## src/wdq_params.svh

```systemverilog
// Register map, reset values, counter and tap constants and timing for the question/status watchdog
`ifndef WDQ_PARAMS_SVH
`define WDQ_PARAMS_SVH
`define WDQ_A_QACFG 8'h00
`define WDQ_A_QUEST 8'h04
`define WDQ_A_FLAGS 8'h08
`define WDQ_A_WIN1 8'h0C
`define WDQ_A_WIN2 8'h10
`define WDQ_A_CTRL 8'h14
`define WDQ_A_ANSWER 8'h18
`define WDQ_A_IRQST 8'h1C
`define WDQ_A_IRQCLR 8'h20
`define WDQ_A_IRQEN 8'h24
`define WDQ_RST_QACFG 8'h0A
`define WDQ_RST_QUEST 4'hC
`define WDQ_RST_WIN1 8'hFF
`define WDQ_RST_WIN2 5'h1F
`define WDQ_CNT_MODE0 2'h3
`define WDQ_CNT_MODE1 2'h1
`define WDQ_SEQ_MIN 3'h3
`define WDQ_FULL_ANS 3'h4
`define WDQ_TICK_NS 550000
`define WDQ_CLK_NS 20
`define WDQ_TAPS0 4'hC
`define WDQ_TAPS1 4'h9
`define WDQ_TAPS2 4'h6
`define WDQ_TAPS3 4'h3
`define WDQ_RESP_OK 2'h0
`define WDQ_RESP_ERR 2'h2
`endif

```

## src/wdq_pkg.sv

```systemverilog
// Types shared by the question/status watchdog
`default_nettype none
package wdq_pkg;
  typedef struct packed {
    logic fc_dis;
    logic cfg_chg;
    logic wrong;
    logic seq;
    logic timeout;
    logic early;
  } wdq_flags_type;
  typedef struct packed {
    logic awready;
    logic wready;
    logic bvalid;
    logic [1:0] bresp;
    logic arready;
    logic rvalid;
    logic [1:0] rresp;
    logic [31:0] rdata;
    logic [7:0] qa_cfg;
    logic [7:0] win1;
    logic [4:0] win2;
    logic mode;
    logic in_reset;
    logic [3:0] lfsr;
    logic [3:0] question;
    logic [1:0] answer_cnt;
    wdq_flags_type flags;
    logic [5:0] irq_stat;
    logic [5:0] irq_en;
    logic irq;
    logic [15:0] tick_cnt;
    logic tick;
    logic win2_phase;
    logic [7:0] win_cnt;
    logic [2:0] w1_answers;
    logic [2:0] cyc_answers;
    logic wrong_seen;
  } wdq_state_type;
endpackage
`default_nettype wire

```

## src/wdq_watchdog.sv

```systemverilog
// Question generator, window timing and status flags of the question/answer watchdog
//
// Overview of operation
// - LFSR takes the 4-bit seed, default 1010b, while the device sits in reset.
// - Config holds answer-generation select bits 7-6, polynomial select bits 5-4, cleared.
// - Question reads in low nibble, starts at 1100b, upper nibble reads zero.
// - Fail-count flag sets at counter >= threshold; read clears only below; starts 1.
// - Two-bit answer counter moves per answer; starts 11b in mode 0, 01b in mode 1.
// - Changing either window length, question config or mode sets a read-cleared flag.
// - Cycle end sets read-cleared wrong-answer flag if any response was incorrect.
// - Mode 0 cycle end sets sequence flag if under 3 responses in first window.
// - Cycle end sets time-out flag: under 4 responses (mode 0), none (mode 1).
// - Early flag: 4 responses in first window (mode 0), one in close window (mode 1).
// - First window lasts (8-bit length plus one) times 0.55 ms.
// - Second window lasts (5-bit length plus one) times 0.55 ms.
//
// Chosen here: register access over AXI4-Lite and the register addresses.
`default_nettype none
`include "wdq_params.svh"
module wdq_watchdog
  import wdq_pkg::*;
#(
  parameter int TICK_CYCLES = `WDQ_TICK_NS / `WDQ_CLK_NS
)(
  input wire logic sys_clk,
  input wire logic rst_n,
  input wire logic [7:0] awaddr,
  input wire logic awvalid,
  output logic awready,
  input wire logic [31:0] wdata,
  input wire logic [3:0] wstrb,
  input wire logic wvalid,
  output logic wready,
  output logic [1:0] bresp,
  output logic bvalid,
  input wire logic bready,
  input wire logic [7:0] araddr,
  input wire logic arvalid,
  output logic arready,
  output logic [31:0] rdata,
  output logic [1:0] rresp,
  output logic rvalid,
  input wire logic rready,
  input wire logic [7:0] expected_response,
  input wire logic [3:0] fail_counter,
  input wire logic [3:0] fail_count_threshold,
  output logic [3:0] question_value,
  output logic irq
);
  // Refuse a tick divider that the 16-bit counter cannot hold
  if (TICK_CYCLES < 2 || TICK_CYCLES > 65535)
  begin : g_tick_check
    $error("TICK_CYCLES out of range for the 16-bit tick counter");
  end

  localparam logic [15:0] TICK_LAST = 16'(TICK_CYCLES - 1);

  wdq_state_type s;
  wdq_state_type n;
  logic wr_go;
  logic rd_go;
  logic ans_go;
  logic cyc_end;
  logic [7:0] wd;

  // Handshakes and cycle boundary seen from the present state
  assign wr_go = s.awready && awvalid && wvalid;
  assign rd_go = s.arready && arvalid;
  assign wd = wdata[7:0];
  assign ans_go = wr_go && wstrb[0] && awaddr == `WDQ_A_ANSWER;
  assign cyc_end = !s.in_reset && s.tick && s.win2_phase && s.win_cnt == {3'h0, s.win2};

  // Next-state logic for the whole block
  always_comb
  begin
    wdq_flags_type set_f;
    wdq_flags_type clr_f;
    logic [5:0] irq_clr;
    logic fb;
    set_f = '0;
    clr_f = '0;
    irq_clr = '0;
    fb = 1'b0;
    n = s;
    n.tick = 1'b0;
    // Divider giving one 0.55 ms tick enable
    if (s.in_reset || s.tick_cnt == TICK_LAST)
      n.tick_cnt = 16'h0000;
    else
      n.tick_cnt = s.tick_cnt + 16'h0001;
    n.tick = !s.in_reset && s.tick_cnt == TICK_LAST;
    // Window sequencer: first window then second window
    if (s.in_reset)
    begin
      n.win_cnt = 8'h00;
      n.win2_phase = 1'b0;
    end
    else if (s.tick)
    begin
      if (!s.win2_phase && s.win_cnt == s.win1)
      begin
        n.win_cnt = 8'h00;
        n.win2_phase = 1'b1;
      end
      else if (cyc_end)
      begin
        n.win_cnt = 8'h00;
        n.win2_phase = 1'b0;
      end
      else
        n.win_cnt = s.win_cnt + 8'h01;
    end
    // End-of-cycle judgement of the tallies
    if (cyc_end)
    begin
      set_f.wrong = s.wrong_seen;
      set_f.seq = !s.mode && s.w1_answers < `WDQ_SEQ_MIN;
      set_f.timeout = s.mode ? s.cyc_answers == 3'h0 : s.cyc_answers < `WDQ_FULL_ANS;
      set_f.early = s.mode ? s.w1_answers != 3'h0 : s.w1_answers >= `WDQ_FULL_ANS;
    end
    set_f.fc_dis = fail_counter >= fail_count_threshold;
    // Tallies restart each cycle once the flags above are taken
    if (cyc_end || s.in_reset)
    begin
      n.w1_answers = 3'h0;
      n.cyc_answers = 3'h0;
      n.wrong_seen = 1'b0;
      n.answer_cnt = s.mode ? `WDQ_CNT_MODE1 : `WDQ_CNT_MODE0;
    end
    if (ans_go && !s.in_reset)
    begin
      n.answer_cnt = (cyc_end ? n.answer_cnt : s.answer_cnt) - 2'h1;
      if (cyc_end)
      begin
        n.cyc_answers = 3'h1;
        n.w1_answers = 3'h1;
      end
      else
      begin
        n.cyc_answers = s.cyc_answers == 3'h7 ? 3'h7 : s.cyc_answers + 3'h1;
        if (!s.win2_phase && s.w1_answers != 3'h7)
          n.w1_answers = s.w1_answers + 3'h1;
      end
      n.wrong_seen = (cyc_end ? 1'b0 : s.wrong_seen) || wd != expected_response;
    end
    // Question generator: seed in reset, step after a clean cycle
    fb = ^(s.lfsr & (s.qa_cfg[5:4] == 2'h0 ? `WDQ_TAPS0 : s.qa_cfg[5:4] == 2'h1 ?
      `WDQ_TAPS1 : s.qa_cfg[5:4] == 2'h2 ? `WDQ_TAPS2 : `WDQ_TAPS3));
    if (s.in_reset)
      n.lfsr = s.qa_cfg[3:0];
    else if (cyc_end && !set_f.wrong && !set_f.timeout)
    begin
      n.lfsr = {s.lfsr[2:0], fb};
      n.question = {s.lfsr[2:0], fb};
    end
    // Write channel: address and data taken together
    n.awready = awvalid && wvalid && !s.bvalid && !s.awready;
    n.wready = awvalid && wvalid && !s.bvalid && !s.awready;
    if (s.bvalid && bready)
      n.bvalid = 1'b0;
    if (wr_go)
    begin
      n.bvalid = 1'b1;
      n.bresp = `WDQ_RESP_OK;
      unique case (awaddr)
        `WDQ_A_QACFG:
          if (wstrb[0])
          begin
            n.qa_cfg = wd;
            set_f.cfg_chg = wd != s.qa_cfg;
          end
        `WDQ_A_WIN1:
          if (wstrb[0])
          begin
            n.win1 = wd;
            set_f.cfg_chg = wd != s.win1;
          end
        `WDQ_A_WIN2:
          if (wstrb[0])
          begin
            n.win2 = wd[4:0];
            set_f.cfg_chg = wd[4:0] != s.win2;
          end
        `WDQ_A_CTRL:
          if (wstrb[0])
          begin
            n.mode = wd[0];
            n.in_reset = wd[1];
            set_f.cfg_chg = wd[0] != s.mode;
            if (wd[0] != s.mode)
              n.answer_cnt = wd[0] ? `WDQ_CNT_MODE1 : `WDQ_CNT_MODE0;
          end
        `WDQ_A_IRQCLR:
          if (wstrb[0])
            irq_clr = wd[5:0];
        `WDQ_A_IRQEN:
          if (wstrb[0])
            n.irq_en = wd[5:0];
        `WDQ_A_ANSWER, `WDQ_A_QUEST, `WDQ_A_FLAGS, `WDQ_A_IRQST: ;
        default: n.bresp = `WDQ_RESP_ERR;
      endcase
    end
    // Read channel, flag register clears on read
    n.arready = arvalid && !s.rvalid && !s.arready;
    if (s.rvalid && rready)
      n.rvalid = 1'b0;
    if (rd_go)
    begin
      n.rvalid = 1'b1;
      n.rresp = `WDQ_RESP_OK;
      n.rdata = 32'h0000_0000;
      unique case (araddr)
        `WDQ_A_QACFG: n.rdata[7:0] = s.qa_cfg;
        `WDQ_A_QUEST: n.rdata[7:0] = {4'h0, s.question};
        `WDQ_A_FLAGS:
        begin
          n.rdata[7:0] = {s.flags.fc_dis, s.answer_cnt, s.flags.cfg_chg, s.flags.wrong,
            s.flags.seq, s.flags.timeout, s.flags.early};
          clr_f = '1;
        end
        `WDQ_A_WIN1: n.rdata[7:0] = s.win1;
        `WDQ_A_WIN2: n.rdata[7:0] = {3'h0, s.win2};
        `WDQ_A_CTRL: n.rdata[7:0] = {6'h00, s.in_reset, s.mode};
        `WDQ_A_IRQST: n.rdata[7:0] = {2'h0, s.irq_stat};
        `WDQ_A_IRQEN: n.rdata[7:0] = {2'h0, s.irq_en};
        `WDQ_A_ANSWER, `WDQ_A_IRQCLR: ;
        default: n.rresp = `WDQ_RESP_ERR;
      endcase
    end
    // Set wins over a clear in the same cycle
    n.flags = (s.flags & ~clr_f) | set_f;
    n.irq_stat = (s.irq_stat & ~irq_clr) | set_f;
    n.irq = |(n.irq_stat & n.irq_en);
  end

  // State register
  always_ff @(posedge sys_clk or negedge rst_n)
  begin
    if (!rst_n)
    begin
      s <= '0;
      s.qa_cfg <= `WDQ_RST_QACFG;
      s.win1 <= `WDQ_RST_WIN1;
      s.win2 <= `WDQ_RST_WIN2;
      s.in_reset <= 1'b1;
      s.lfsr <= 4'(`WDQ_RST_QACFG); // Seed nibble of the reset config
      s.question <= `WDQ_RST_QUEST;
      s.answer_cnt <= `WDQ_CNT_MODE0;
      s.flags.fc_dis <= 1'b1;
    end
    else
      s <= n;
  end

  // Outputs straight from the state register
  assign awready = s.awready;
  assign wready = s.wready;
  assign bvalid = s.bvalid;
  assign bresp = s.bresp;
  assign arready = s.arready;
  assign rvalid = s.rvalid;
  assign rresp = s.rresp;
  assign rdata = s.rdata;
  assign question_value = s.question;
  assign irq = s.irq;
endmodule
`default_nettype wire
```

## config.mk

```make
export PLATFORM = sky130hd
export DESIGN_NAME = wdq_watchdog
export DESIGN_NICKNAME = d
export VERILOG_FILES = /design/src/wdq_pkg.sv /design/src/wdq_watchdog.sv
export VERILOG_INCLUDE_DIRS = /design/src
export SDC_FILE = /design/constraint.sdc
export NUM_CORES = 1
export LEC_CHECK = 0
export BUFFER_PORTS_ARGS = -buffer_cell sky130_fd_sc_hd__buf_2
export CORE_MARGIN = 4
export CORE_UTILIZATION = 55
export CTS_CLUSTER_SIZE = 28
export DETAILED_ROUTE_END_ITERATION = 10
export PLACE_DENSITY_LB_ADDON = 0.3
export SLEW_MARGIN = 20
export SYNTH_ARGS = -nofsm -noshare
export SYNTH_HDL_FRONTEND = slang
export SYNTH_SLANG_ARGS = --single-unit
export TNS_END_PERCENT = 50
```

## constraint.sdc

```tcl
create_clock -name sys_clk -period 2.4 [get_ports sys_clk]
set_input_delay 0.48 -clock sys_clk [delete_from_list [all_inputs] [get_ports sys_clk]]
set_output_delay 0.48 -clock sys_clk [all_outputs]
set_load 0.02 [all_outputs]
```

# == Word level (Yosys, flattened, before mapping) ==
# Index checks and enable logic that the tools add are counted.
# word_totals
in_bits,75
reg_bits,101
wordCells,184
# classes
reduce_logical,55
n_eq_ne,30
mux,50
bitwise,9
n_lt_le_gt_ge,4
n_addsub,5
# ops
operator,n
"== test 8 x 5 -> 1 bit, second input constant",8
case mux 8 bit (8 select lines),1
2-to-1 mux 6 bit,9
2-to-1 mux 35 bit,1
"== test 8 x 4 -> 1 bit, second input constant",4
"== test 8 x 6 -> 1 bit, second input constant",4
2-to-1 mux 9 bit,3
inequality test 8 bit,3
logical AND 1 bit,22
2-to-1 mux 2 bit,11
OR reduction 10 bit,2
AND 6 bit,3
"adder 16 x 1 -> 16 bit, second input constant",1
"== test 16 x 15 -> 1 bit, second input constant",1
"== test 8 x 3 -> 1 bit, second input constant",2
zero test 8 bit,2
2-to-1 mux 16 bit,1
2-to-1 mux 4 bit,4
2-to-1 mux 8 bit,2
2-to-1 mux 7 bit,2
2-to-1 mux 3 bit,4
NOT 6 bit,2
bitwise OR 6 bit,2
AND reduction 3 bit,4
28 further kinds,55

# == Depth between registers and ports, before layout ==
# depth
depth_word,13
depth_mapped,9

# == Least setup slack after synthesis ==
# OpenSTA, ideal clock, no wires.
# synth_path
kind,input port to flip-flop
startpoint,input awaddr[1]
endpoint,"register s, in the netlist irq"
setup_slack_ns,0.187
t_required_ns,2.266
setup_ns,0.134
arrival_ns,2.079
path_stages,7
cell_sequence,or4_4 > buf_6 > nor3_4 > nand4_4 > mux2_4 > a21boi_1 > nand4bb_1
# synth_rtl
item,line,rtl
from (decl),wdq_watchdog.sv:27,"input wire logic [7:0] awaddr,"
to (signal assigned),wdq_watchdog.sv:252,s <= n;
to (decl),wdq_watchdog.sv:58,wdq_state_type s;

# == Worst setup path in the final report ==
# layout_path
startpoint,register s[65] (netlist name)
endpoint,register s[12] (netlist name)
# layout_between
elab_chain_len,6
# layout_lines
item,line,rtl
== test 8 x 5 -> 1 bit,wdq_watchdog.sv:71,"assign cyc_end = !s.in_reset && s.tick && s.win2_phase && s.win_cnt == {3'h0, s.win2};"
logical AND 1 bit,wdq_watchdog.sv:71,
2-to-1 mux 8 bit,wdq_watchdog.sv:105,else if (cyc_end)
2-to-1 mux 9 bit,wdq_watchdog.sv:100,if (!s.win2_phase && s.win_cnt == s.win1)
2-to-1 mux 9 bit,wdq_watchdog.sv:98,else if (s.tick)
2-to-1 mux 9 bit,wdq_watchdog.sv:93,if (s.in_reset)
# No other way between the ends. The select of a mux whose other input is x is not followed.
# A chain may end at the register's enable or synchronous reset.

==> out/qor.yml <==
slew_headroom_pct: 65.18
wl_um: 14020
worst_setup_path_start_kind: "flip-flop"
syn_area_per_cell_um2: 9.414
setup_viol: 0
yosysSeqAreaShare_pct: 43.21
period_share_pct: 92.67
cts.reportedPaths.clkPinSlew_ns: 0.10
skew_ns: 0.009780
core_um2: 10280
fillCellCount: 890
rows: 37
syn_inst: 616
overflow: 0
clk_latency_ns: 0.37
dr.pass1.iters: 5
yosysTopAreaCell: "dfrtp_1"
hold_viol: 0
placed_cells: 815
place_congestion: 0.8748
cp.required_ns: 2.64
path_max_fanout: 4
syn-cell-area_um2: 5799
synth_common_cells: "nand2_1, dfrtp_1, o21ai_0"
r2r_setup_slack_ns: 0.18
ir_drop_mv: 0.2689
p_seq_share_pct: 52.3
drc: 0
critPathArrivalTime_ns: 2.47
area_growth_pct: 11.24
num_io_pins: 121
critPathKind: "flip-flop to flip-flop"
final.min_clock_period_ns: 2.224
grt_pass1_vias: 4645
die_area_um2: 12250
ys.flop_type: "dfrtp_1"
synth.area.top_cells: "dfrtp_1, dfstp_2, nand2_1, buf_4, o21ai_0"
stdcell_count: 831
synth_most_common_cell: "nand2_1"
grt_pass1_wl_um: 23580
synth_edf_count: 0
fin_util_pct: 62.77
num_vias: 4736
crit_path_max_incr_delay_ns: 0.61
yosysWarnings: 0
tightest_slew_ns: 0.5204
final_antenna_net_count: 0
synth.top_cell.area_share_pct: 32.79
htree_levels: 3
die_h_um: 110.7
timing.critical_path.buf_inv: 1
rsz0062_at_grt: "false"
cp-end-kind: "flip-flop"
grt_max_degree: 43
cpMaxStageDelayCell: "dfstp_2"
port_buffers: 67
cts_max_path_buffers: 2
nNetsFinal: 776
crit_top_cell: "nand2_1"
viasPerCell: 5.699
cts_root_buf: "clkbuf_8"
maxSlewViolCount: 0
fin_setup_tns_ns: 0
clkSinkCount: 99
comb_power_share_pct: 14.0
worst_r2r_path_depth: 7
avgRoutedWirePerCell_um: 16.87
sw_frac_of_total_pct: 27.76
post_cts_resize_count: 0
fmax_mhz: 449.6
crit_chain: "xor2_1 > nor3_1 > a31oi_1 > nand2_1 > inv_1 > nand2_1 > o41ai_1"
regToRegEndpoint: "s[12]"
power_frac_clock_pct: 33.7
place_hpwl_um: 10740
totalPowerFinal_mw: 3.524
power.density_nw_per_um2: 546.2
leakagePower_nw: 3.024
first_iter_violations: 387
critical_path.top_delay_family: "compound AO/OA/AOI/OAI gates"
intPower_mw: 2.546
die_x_um: 110.7
antenna_found_initial: 0
netlist-cell-type-count: 68
status: "complete, no violations"
num_antenna_cells: 0
synth-async-reset-ratio_pct: 100.0
initial_utilization_pct: 56.43
drive_above_1_share_pct: 24.32
cts_tree: "done"
track_usage_pct: 23.40
post_cts.repair.setup_buffers: 0
cts_hold_buf: 0
hp-class: "primary input to async pin"
reg2reg_from: "s[65]"
ys_seq_elements: 99
p_sw_mw: 0.9782
cts_made_buffers: 9
drv_cap: 0
[state kept, by name (all words and copies together), names as in the netlist]
register	count
arready	1
rdata	8
bvalid	1
s	80
irq	1
rresp	1
bresp	1
question_value	4
rvalid	1
wready	1
[power by group through the flow]
stage | combinational, mW | sequential (mW) | clock [mW]
after floorplan | 0.362 | 1.86 | 0
after global placement | 0.475 | 1.87 | 0
after detailed placement | 0.490 | 1.88 | 0
after CTS | 0.495 | 1.84 | 1.21
after global routing | 0.552 | 1.86 | 1.28
final | 0.492 | 1.84 | 1.19
[cell usage in the layout, fill, tap and decap left out, types with 14 or more instances in the layout]
master   instances
a21oi_1         18
a22oi_1         14
buf_2           66
buf_4           31
conb_1          26
dfrtp_1         76
dfstp_2         23
inv_1           30
mux2_2          14
nand2_1         89
nand3_1         21
nor2_1          41
o21ai_0         44
xnor2_1         24
xor2_1          24
[worst reg2reg max path: stages, from the launching register on]
cell and delay, ns:
dfstp_2 0.61, xor2_1 0.21, nor3_1 0.11, a31oi_1 0.43, nand2_1 0.13, inv_1 0.12, nand2_1 0.10, o41ai_1 0.40
[metal layers]
| layer | up-vias | routed length, um | track usage (%) |
|---|---|---|---|
| met4 | 0 | 280 | 7.800 |
| met3 | 23 | 937 | 4.694 |
| met5 | - | 0 | 0 |
| met2 | 168 | 6843 | 38.83 |
| met1 | 2306 | 5961 | 30.76 |
| li1 | 2239 | - | - |
[cell families (layout without fill, tap and decap cells)]
group | after synthesis | in the layout | synth area share (%)
xor gates and xnor gates | 48 | 48 | 7.249
AOI/OAI and AO/OA | 121 | 121 | 13.87
other | 1 | 26 | 0.06466
adders and majority gates | 11 | 11 | 2.373
and+or+nand+nor | 225 | 225 | 20.17
buffers and inverters | 90 | 144 | 9.040
muxes | 21 | 21 | 4.013
DFF | 99 | 99 | 43.21
[area by class of cell]
cell class	count	area [um^2]	area share (%)
clock inverter	6	88.84	1.377
sequential	99	2506	38.85
tap	136	170.2	2.638
inverter	30	112.6	1.746
timing repair buffer	98	583.1	9.038
clock buffer	10	127.6	1.978
multi-input combinational	452	2863	44.38
[stage by stage]
stage               hold WS [ns]  setup WS, ns  cell area (um^2)
global placement          0.4331      -0.03756              6235
finish                   0.06089        0.1759              6451
CTS                      0.06038        0.2395              6451
global route             0.07035        0.1151              6451
floorplan                 0.1844        0.1873              5893
detailed placement        0.4448      -0.08977              6235
[how the worst max path moves through the flow]
stage,from,end,slack [ns],depth (start not counted)
2_1_floorplan,awaddr[1],irq,0.19,7
3_3_place_gp,awaddr[1],irq,-0.04,8
3_5_place_dp,awaddr[1],irq,-0.09,8
4_1_cts,s[65],s[12],0.24,7
5_1_grt,s[68],s[12],0.12,7
6_report,s[65],s[12],0.18,7
Note: power is estimated with default switching activity, not from simulation.
